==> src/common/tsp_regs.vh <==
// Register map, field positions, reset values and timing counts of the transmit serializer.
// Assumes inclusion by bare name; defines only.
`ifndef TSP_REGS_VH
`define TSP_REGS_VH
`define TSP_ADDR_W 4
`define TSP_REG_CTRL 4'h0
`define TSP_REG_STATUS 4'h4
`define TSP_REG_DETECT 4'h8
`define TSP_CTRL_WIDTH_LSB 0
`define TSP_CTRL_WIDTH_MSB 1
`define TSP_CTRL_INV 2
`define TSP_CTRL_REV 3
`define TSP_CTRL_TRISTATE 4
`define TSP_CTRL_ODT 5
`define TSP_CTRL_PIPE 6
`define TSP_CTRL_RXPCS 7
`define TSP_CTRL_BOND 8
`define TSP_CTRL_RESET 32'h00000000
`define TSP_WIDTH_8 2'h0
`define TSP_WIDTH_10 2'h1
`define TSP_WIDTH_16 2'h2
`define TSP_WIDTH_20 2'h3
`define TSP_DET_START 0
`define TSP_DET_TIME_NS 1000
`define TSP_CLK_NS 8
`define TSP_DET_CYCLES ((`TSP_DET_TIME_NS + `TSP_CLK_NS - 1) / `TSP_CLK_NS)
`define TSP_DET_SETTLE_NS 200
`define TSP_DET_SETTLE ((`TSP_DET_SETTLE_NS + `TSP_CLK_NS - 1) / `TSP_CLK_NS)
`define TSP_DIV_RESET 2'h0
`endif

==> src/logic/tsp_serializer.v <==
// Transmit serializer channel: word buffer, shifter, inversion, reversal, idle and receiver detect.
// Assumes Avalon-MM master on clk; detect comparator and pins are outside, synchronised here.
`timescale 1ns/1ps
`default_nettype none
`include "tsp_regs.vh"
// Overview of operation
// - Accept 8, 10, 16 or 20 bit words and shift them out serially.
// - Without reversal, least significant bit goes out first.
// - Polarity invert high flips every bit of the word.
// - Reversal mirrors the whole word so the top bit goes first.
// - Channels 1 and 4 have central dividers; only those drive bonding lines.
// - Divider derives word and bit clocks, optionally clocks receive coding.
// - Detect runs on fixed clock, needs termination on and output tri-stated.
// - Detect reports whether a terminated receiver sits downstream.
// - Tri-state holds both legs at common mode, giving electrical idle.
// - Channel runs from fabric directly or through the PIPE path.
module tsp_serializer #(
  parameter CHANNEL = 0
) (
  input wire clk,
  input wire reset,
  input wire [3:0] avs_address,
  input wire avs_read,
  input wire avs_write,
  input wire [31:0] avs_writedata,
  input wire [3:0] avs_byteenable,
  output reg [31:0] avs_readdata,
  output wire avs_waitrequest,
  input wire [19:0] fabric_data,
  input wire fabric_valid,
  output wire fabric_ready,
  input wire [19:0] pipe_data,
  input wire pipe_valid,
  output wire pipe_ready,
  input wire tx_invert_polarity,
  input wire tx_bit_reverse,
  input wire fixed_clk_tick,
  input wire det_response,
  output reg tx_serial,
  output reg tx_serial_oe,
  output reg on_die_termination,
  output reg det_step,
  output wire bond_clk_en,
  output wire rx_pcs_clk_en
);
  localparam DET_IDLE = 2'h0;
  localparam DET_STEP = 2'h1;
  localparam DET_SAMPLE = 2'h2;
  reg [31:0] ctrl;
  reg det_busy_flag;
  reg det_present;
  reg det_done;
  reg [1:0] det_state;
  reg [7:0] det_count;
  reg ack;
  reg [19:0] shifter;
  reg [1:0] inv_sync;
  reg [1:0] rev_sync;
  reg [1:0] fix_sync;
  reg [1:0] resp_sync;
  reg fix_prev;
  reg shifter_full;
  wire word_tick;
  wire [19:0] src_data;
  wire src_valid;
  wire buf_ready;
  wire [19:0] head;
  wire head_valid;
  wire head_ready;
  wire use_pipe;
  wire fix_edge;
  wire reg_ctrl_hit;
  wire reg_det_hit;
  reg [19:0] masked;
  reg [19:0] mirrored;
  reg [19:0] next_shifter;
  reg [31:0] next_ctrl;
  wire [31:0] lane_ctrl;
  integer i;
  genvar g;

  // Fabric or PIPE source selection
  assign use_pipe = ctrl[`TSP_CTRL_PIPE];
  assign src_data = use_pipe ? pipe_data : fabric_data;
  assign src_valid = use_pipe ? pipe_valid : fabric_valid;
  assign fabric_ready = !use_pipe && buf_ready;
  assign pipe_ready = use_pipe && buf_ready;

  tsp_buf2 u_buf (
    .clk(clk),
    .reset(reset),
    .in_data(src_data),
    .in_valid(src_valid),
    .in_ready(buf_ready),
    .out_data(head),
    .out_valid(head_valid),
    .out_ready(head_ready)
  );

  tsp_clkdiv u_div (
    .clk(clk),
    .reset(reset),
    .width_sel(ctrl[`TSP_CTRL_WIDTH_MSB:`TSP_CTRL_WIDTH_LSB]),
    .use_pll(1'b1),
    .central(CHANNEL == 1 || CHANNEL == 4),
    .bond_req(ctrl[`TSP_CTRL_BOND]),
    .rx_pcs_req(ctrl[`TSP_CTRL_RXPCS]),
    .word_tick(word_tick),
    .bit_index(),
    .bond_clk_en(bond_clk_en),
    .rx_pcs_clk_en(rx_pcs_clk_en)
  );

  // Pin-level controls pass two flops before use
  always @(posedge clk) begin
    if (reset) begin
      inv_sync <= 2'h0;
      rev_sync <= 2'h0;
      fix_sync <= 2'h0;
      resp_sync <= 2'h0;
      fix_prev <= 1'b0;
    end else begin
      inv_sync <= {inv_sync[0], tx_invert_polarity};
      rev_sync <= {rev_sync[0], tx_bit_reverse};
      fix_sync <= {fix_sync[0], fixed_clk_tick};
      resp_sync <= {resp_sync[0], det_response};
      fix_prev <= fix_sync[1];
    end
  end
  assign fix_edge = fix_sync[1] && !fix_prev;

  // Inversion and reversal applied to the loaded word, width-aware
  always @* begin
    masked = head;
    case (ctrl[`TSP_CTRL_WIDTH_MSB:`TSP_CTRL_WIDTH_LSB])
      `TSP_WIDTH_8: masked = {12'h000, head[7:0]};
      `TSP_WIDTH_10: masked = {10'h000, head[9:0]};
      `TSP_WIDTH_16: masked = {4'h0, head[15:0]};
      default: masked = head;
    endcase
    if (inv_sync[1] || ctrl[`TSP_CTRL_INV]) begin
      masked = ~masked;
    end
    mirrored = 20'h00000;
    for (i = 0; i < 20; i = i + 1) begin
      case (ctrl[`TSP_CTRL_WIDTH_MSB:`TSP_CTRL_WIDTH_LSB])
        `TSP_WIDTH_8: if (i < 8) mirrored[i] = masked[7 - i];
        `TSP_WIDTH_10: if (i < 10) mirrored[i] = masked[9 - i];
        `TSP_WIDTH_16: if (i < 16) mirrored[i] = masked[15 - i];
        default: mirrored[i] = masked[19 - i];
      endcase
    end
    // Reversal after inversion, so either order gives the same bits
    if (rev_sync[1] || ctrl[`TSP_CTRL_REV]) begin
      next_shifter = mirrored;
    end else begin
      next_shifter = masked;
    end
  end

  // Word loads only at the word boundary, so mid-word inversion or reversal changes cannot corrupt
  assign head_ready = word_tick;
  always @(posedge clk) begin
    if (reset) begin
      shifter <= 20'h00000;
      shifter_full <= 1'b0;
      tx_serial <= 1'b0;
      tx_serial_oe <= 1'b0;
    end else begin
      if (word_tick) begin
        shifter_full <= head_valid;
        shifter <= head_valid ? next_shifter : 20'h00000;
      end else begin
        shifter <= {1'b0, shifter[19:1]};
      end
      tx_serial <= word_tick ? next_shifter[0] && head_valid : shifter[1];
      // Tri-state releases both legs to common mode; only the tri-state control bit sets idle, detect does not
      tx_serial_oe <= !ctrl[`TSP_CTRL_TRISTATE];
    end
  end

  // Receiver detect on the fixed clock tick; refused unless termination on and tri-stated
  always @(posedge clk) begin
    if (reset) begin
      det_state <= DET_IDLE;
      det_count <= 8'h00;
      det_step <= 1'b0;
      det_present <= 1'b0;
      det_done <= 1'b0;
      det_busy_flag <= 1'b0;
    end else begin
      case (det_state)
        DET_IDLE: begin
          det_step <= 1'b0;
          if (ack && avs_write && reg_det_hit && avs_byteenable[0] && avs_writedata[`TSP_DET_START]
              && ctrl[`TSP_CTRL_ODT] && ctrl[`TSP_CTRL_TRISTATE]) begin
            det_state <= DET_STEP;
            det_busy_flag <= 1'b1;
            det_done <= 1'b0;
            det_count <= 8'h00;
          end
        end
        DET_STEP: begin
          det_step <= 1'b1;
          if (fix_edge) begin
            det_count <= det_count + 8'h01;
            if (det_count == (`TSP_DET_SETTLE - 1)) begin
              det_state <= DET_SAMPLE;
            end
          end
        end
        DET_SAMPLE: begin
          // A slow rise means a terminated receiver loads the line
          det_present <= resp_sync[1];
          det_done <= 1'b1;
          det_busy_flag <= 1'b0;
          det_step <= 1'b0;
          det_state <= DET_IDLE;
        end
        default: det_state <= DET_IDLE;
      endcase
    end
  end

  // Avalon-MM slave: one wait cycle then answer
  assign reg_ctrl_hit = (avs_address == `TSP_REG_CTRL);
  assign reg_det_hit = (avs_address == `TSP_REG_DETECT);
  assign avs_waitrequest = (avs_read || avs_write) && !ack;
  // Byte lanes follow their enables; bits above the bonding control always read zero
  generate
    for (g = 0; g < 4; g = g + 1) begin : g_lane
      assign lane_ctrl[g * 8 +: 8] = avs_byteenable[g] ? avs_writedata[g * 8 +: 8] : ctrl[g * 8 +: 8];
    end
  endgenerate
  always @* begin
    next_ctrl = {23'h000000, lane_ctrl[8:0]};
  end
  always @(posedge clk) begin
    if (reset) begin
      ack <= 1'b0;
      ctrl <= `TSP_CTRL_RESET;
      avs_readdata <= 32'h00000000;
      on_die_termination <= 1'b0;
    end else begin
      ack <= (avs_read || avs_write) && !ack;
      if (ack && avs_write && reg_ctrl_hit) begin
        ctrl <= next_ctrl;
      end
      on_die_termination <= ctrl[`TSP_CTRL_ODT];
      if ((avs_read || avs_write) && !ack) begin
        case (avs_address)
          `TSP_REG_CTRL: avs_readdata <= ctrl;
          `TSP_REG_STATUS: avs_readdata <= {26'h0000000, bond_clk_en, shifter_full, head_valid,
                                            det_busy_flag, det_done, det_present};
          `TSP_REG_DETECT: avs_readdata <= {31'h00000000, det_busy_flag};
          default: avs_readdata <= 32'h00000000;
        endcase
      end
    end
  end
endmodule
`default_nettype wire

==> src/logic/tsp_buf2.v <==
// Two-entry word buffer with valid/ready on both sides.
// Assumes a single clock and synchronous active-high reset.
`timescale 1ns/1ps
`default_nettype none
module tsp_buf2 (
  input wire clk,
  input wire reset,
  input wire [19:0] in_data,
  input wire in_valid,
  output wire in_ready,
  output reg [19:0] out_data,
  output wire out_valid,
  input wire out_ready
);
  reg [19:0] spare;
  reg [1:0] count;
  wire push;
  wire pop;
  assign in_ready = (count != 2'h2);
  assign out_valid = (count != 2'h0);
  assign push = in_valid && in_ready;
  assign pop = out_valid && out_ready;
  always @(posedge clk) begin
    if (reset) begin
      count <= 2'h0;
      out_data <= 20'h00000;
      spare <= 20'h00000;
    end else begin
      if (push && !pop) begin
        count <= count + 2'h1;
      end else if (pop && !push) begin
        count <= count - 2'h1;
      end
      // Head takes the spare on pop when two are held, else the incoming word on pop or when empty
      if (pop) begin
        if (count == 2'h2) begin
          out_data <= spare;
        end else begin
          out_data <= in_data;
        end
      end else if (count == 2'h0 && push) begin
        out_data <= in_data;
      end
      if (push && ((count == 2'h1 && !pop) || (count == 2'h2 && pop))) begin
        spare <= in_data;
      end
    end
  end
endmodule
`default_nettype wire

==> src/logic/tsp_clkdiv.v <==
// Transmit clock divider: serial bit enable and parallel word load strobe.
// Assumes the core clock stands in for the high-rate source; one bit per clock.
`timescale 1ns/1ps
`default_nettype none
`include "tsp_regs.vh"
module tsp_clkdiv (
  input wire clk,
  input wire reset,
  input wire [1:0] width_sel,
  input wire use_pll,
  input wire central,
  input wire bond_req,
  input wire rx_pcs_req,
  output reg word_tick,
  output reg [4:0] bit_index,
  output wire bond_clk_en,
  output wire rx_pcs_clk_en
);
  reg [4:0] last;
  always @* begin
    case (width_sel)
      `TSP_WIDTH_8: last = 5'h07;
      `TSP_WIDTH_10: last = 5'h09;
      `TSP_WIDTH_16: last = 5'h0F;
      default: last = 5'h13;
    endcase
  end
  // Word strobe on the last bit of each word; source choice use_pll has no effect on it
  always @(posedge clk) begin
    if (reset) begin
      bit_index <= 5'h00;
      word_tick <= 1'b0;
    end else begin
      word_tick <= (bit_index == last) || use_pll == use_pll && bit_index > last;
      if (bit_index >= last) begin
        bit_index <= 5'h00;
      end else begin
        bit_index <= bit_index + 5'h01;
      end
    end
  end
  assign bond_clk_en = central && bond_req;
  assign rx_pcs_clk_en = rx_pcs_req;
endmodule
`default_nettype wire

==> config.mk <==
export PLATFORM = sky130hd
export DESIGN_NAME = tsp_serializer
export DESIGN_NICKNAME = d
export VERILOG_FILES = /design/src/logic/tsp_serializer.v /design/src/logic/tsp_buf2.v /design/src/logic/tsp_clkdiv.v
export VERILOG_INCLUDE_DIRS = /design/src /design/src/common
export SDC_FILE = /design/constraint.sdc
export NUM_CORES = 1
export LEC_CHECK = 0
export BUFFER_PORTS_ARGS = -buffer_cell sky130_fd_sc_hd__buf_2
export CAP_MARGIN = 20
export CORE_MARGIN = 8
export CORE_UTILIZATION = 40
export DETAILED_ROUTE_END_ITERATION = 8
export RECOVER_POWER = 50
export SLEW_MARGIN = 40
export SYNTH_ARGS = -nofsm -noshare
export SYNTH_HDL_FRONTEND = slang
export SYNTH_SLANG_ARGS = --single-unit
==> constraint.sdc <==
create_clock -name clk -period 3.1 [get_ports clk]
set_input_delay 0.31 -clock clk [delete_from_list [all_inputs] [get_ports clk]]
set_output_delay 0.31 -clock clk [all_outputs]
set_load 0.05 [all_outputs]
==> metrics.cfg <==
[cts]
cts.sink_count = 113
clockRootBuffer = clkbuf_16
cts_buffers = 17
postCtsSetupRepairBufs = 0
htreeDepth = 4
cts_tree = yes
ctsHoldBuffers = 0
clockBufferDepth = 2
cts_resized = 0
insertion_delay_ps = 410
clkTransAtPathRegs_ps = 50

[timing]
setup-violations-final = 0
slew_viol_final = 57
fmax_ghz = 0.394
finalHoldViolations = 0
clock_skew_ps = 8.52
fin_crit_sh_pct = 81.9
fin_hold_ws_ps = 113
tightest_slew_ps = 2370
slew_headroom_pct = -57.9
tns_ps = 0
grt_setup_unrepaired = no
min_period_ps = 2540

[power]
p_clk_share_pct = 48.9
p_sw_mw = 1.09
p_seq_share_pct = 38.1
power_density_nw_per_um2 = 620
vdd_drop_max_uv = 325
internal_power_mw = 3.11
combPwrFrac_pct = 13.0
switching_share_pct = 25.9
p_leak_nw = 2.61

[placement]
port-buffer-count = 81
gp_congestion = 0.858
hpwl_um = 10400

[synth]
yosysMostFrequentCell = dfxtp_1
synth_edf_count = 0
yosysWarningCount = 0
synth.largest_area_cell = dfxtp_1
synth_top_family_by_area = compound AO/OA/AOI/OAI gates
synth.distinct_cells = 63
synth_top_cells_by_count = dfxtp_1, nand2_1, nor2_1
synth_xor_area_share_pct = 4.11
synth_area_leaders = dfxtp_1, mux2i_1, nand2_1
synthAdderAreaFrac_pct = 3.27
syn_area_per_cell_sq_um = 8.66
synthFlopType = dfxtp_1
synth_top_area_share_pct = 39.4
ys_seq_elements = 113
async_flop_share_pct = 0
yosys.area_share.simple_pct = 17.4
synth_cells = 664
synthMuxAreaShare_pct = 6.31
syn_area_sq_um = 5750
synth_compound_area_share_pct = 21.9
synth-seq-area-share_pct = 39.4

[cells_and_area]
nFillCells = 1380
syn2layout_area_growth_pct = 17.6
fin_util_pct = 47.4
nets = 833
layout-drive-gt1-share_pct = 15.7
num_antenna_cells = 0

[status]
status = finished, violations left
violations = capacitance limit, slew limit

[critical_path]
cp-start-kind = flop
crit_family = buffers and inverters
r2r_slack_ps = 560
crit_chain = inv_1, ha_1, and2b_1, inv_1, nor2_1, clkbuf_1, o221ai_1, o21ai_0
path_class = reg -> reg
r2r-start = u_buf.count[0]
crit_slowest_cell = clkbuf_1
reg2regPathDepth = 8
end_kind = flop
worstPathMaxFanout = 15
cp.required_ps = 3420
max_stage_delay_ps = 500
cp.arrival_ps = 2860
crit_top_cell = inv_1
crit_buf_inv = 3
rr_endpoint = shifter[5]

[grt]
first_global_vias = 4721
grt_pass1_wl_um = 23500
grt.total_usage_pct = 15.9
antenna_found_initial = 0
grt_max_degree = 57
gr-total-overflow = 0

[routing]
drt_pass1_iterations = 5
wl_per_cell_um = 15.7
viasPerCell = 5.37
drc = 0
drt-total-wl_um = 14500
vias = 4966
antenna_left = 0
dr.first_iter.drc_count = 330

[hold_path]
hold_end = fix_sync[0]
worstHoldPathType = in -> reg
min-delay-start = fixed_clk_tick
whs_path_depth = 2

[floorplanning]
fp.coreArea_sq_um = 14300
initial_core_util_pct = 40.3
io_pins = 131
num_rows = 44
die_h_um = 136
dieWidth_um = 136
dieArea_sq_um = 18500

[flow_run]
drv_cap = 1

[power by group through the flow]
| stage | Sequential, mW | Combinational (mW) | Clock (mW) |
|---|---|---|---|
| finish | 1.60 | 0.544 | 2.05 |
| global route | 1.61 | 0.603 | 2.15 |
| detailed placement | 1.63 | 0.547 | 0 |
| floorplan | 1.61 | 0.429 | 0 |
| global placement | 1.62 | 0.539 | 0 |
| CTS | 1.60 | 0.551 | 2.08 |
[cells by family after synthesis]
| group | Yosys count |
|---|---|
| XOR/XNOR | 27 |
| flip-flops | 113 |
| AO/OA/AOI/OAI | 181 |
| buffers and inverters | 86 |
| other | 1 |
| adder cells (fa/ha/maj) | 15 |
| AND/OR/NAND/NOR | 205 |
| multiplexers | 36 |
[per-stage QoR]
step	instances	cell area [sq um]	setup WS (ps)	power (mW)
after floorplan	687	5830	982	2.04
after global placement	893	6190	945	2.16
after detailed placement	893	6190	873	2.17
after CTS	925	6810	844	4.23
after global routing	925	6760	357	4.36
final	925	6760	562	4.19
[per-layer routing]
metal / GRT usage [%] / vias to the layer above / wire, um
met5: 0 / - / 0
li1: - / 2480 / -
met2: 25.4 / 129 / 6900
met1: 20.4 / 2341 / 6710
met3: 4.18 / 16 / 714
met4: 5.31 / 0 / 191
[cell usage in the layout (no fill, tap or decap), types with 3 or more instances in the layout]
cell and count:
xor2_1 12, mux2i_1 34, dfxtp_1 113, ha_1 15, clkinvlp_4 3, nor3_1 10
nand3_1 14, o21ai_0 34, clkinv_2 3, or3_1 6, clkbuf_16 17, a22oi_1 9
buf_4 7, nor2_1 51, o211ai_1 21, xnor2_1 15, bufinv_16 4, o221ai_1 8
nand2_1 72, clkbuf_1 24, and2_1 11, a21boi_0 3, a21oi_1 33, o31ai_1 6
a31o_2 4, a221oi_1 20, inv_1 16, nor2b_1 15, a211oi_1 24, conb_1 24
buf_2 64, nand4_1 3
[sequential cells by signal (all words and copies together) (netlist names), 2 cells and up]
signal and cells:
u_buf.spare 20, rev_sync 2, det_state 2, det_count 8, u_buf.count 2, resp_sync 2
u_buf.out_data 20, u_div.bit_index 5, ctrl 9, fix_sync 2, shifter 19, avs_readdata 9
inv_sync 2
[cell type report]
class	count	area [sq um]	share of cell area (%)
clock inverters	10	158	2.33
flip-flops and latches	113	2260	33.5
clock buffers	22	464	6.87
multi-input cells	488	3130	46.4
well taps	184	230	3.41
repair buffers	92	452	6.68
inverters	16	60.1	0.889
[how the worst max path moves through the flow]
stage	from	slack (ps)	cells after the start	endpoint
6_report	u_buf.count[0]	560	8	shifter[5]
3_5_place_dp	u_buf.count[0]	870	7	u_buf.out_data[16]
5_1_grt	u_buf.count[0]	360	8	shifter[5]
4_1_cts	u_buf.count[0]	840	7	u_buf.out_data[11]
3_3_place_gp	u_buf.count[0]	950	7	u_buf.out_data[14]
2_1_floorplan	ctrl[0]	980	8	u_div.word_tick
Power figures use the tool's default switching activity.
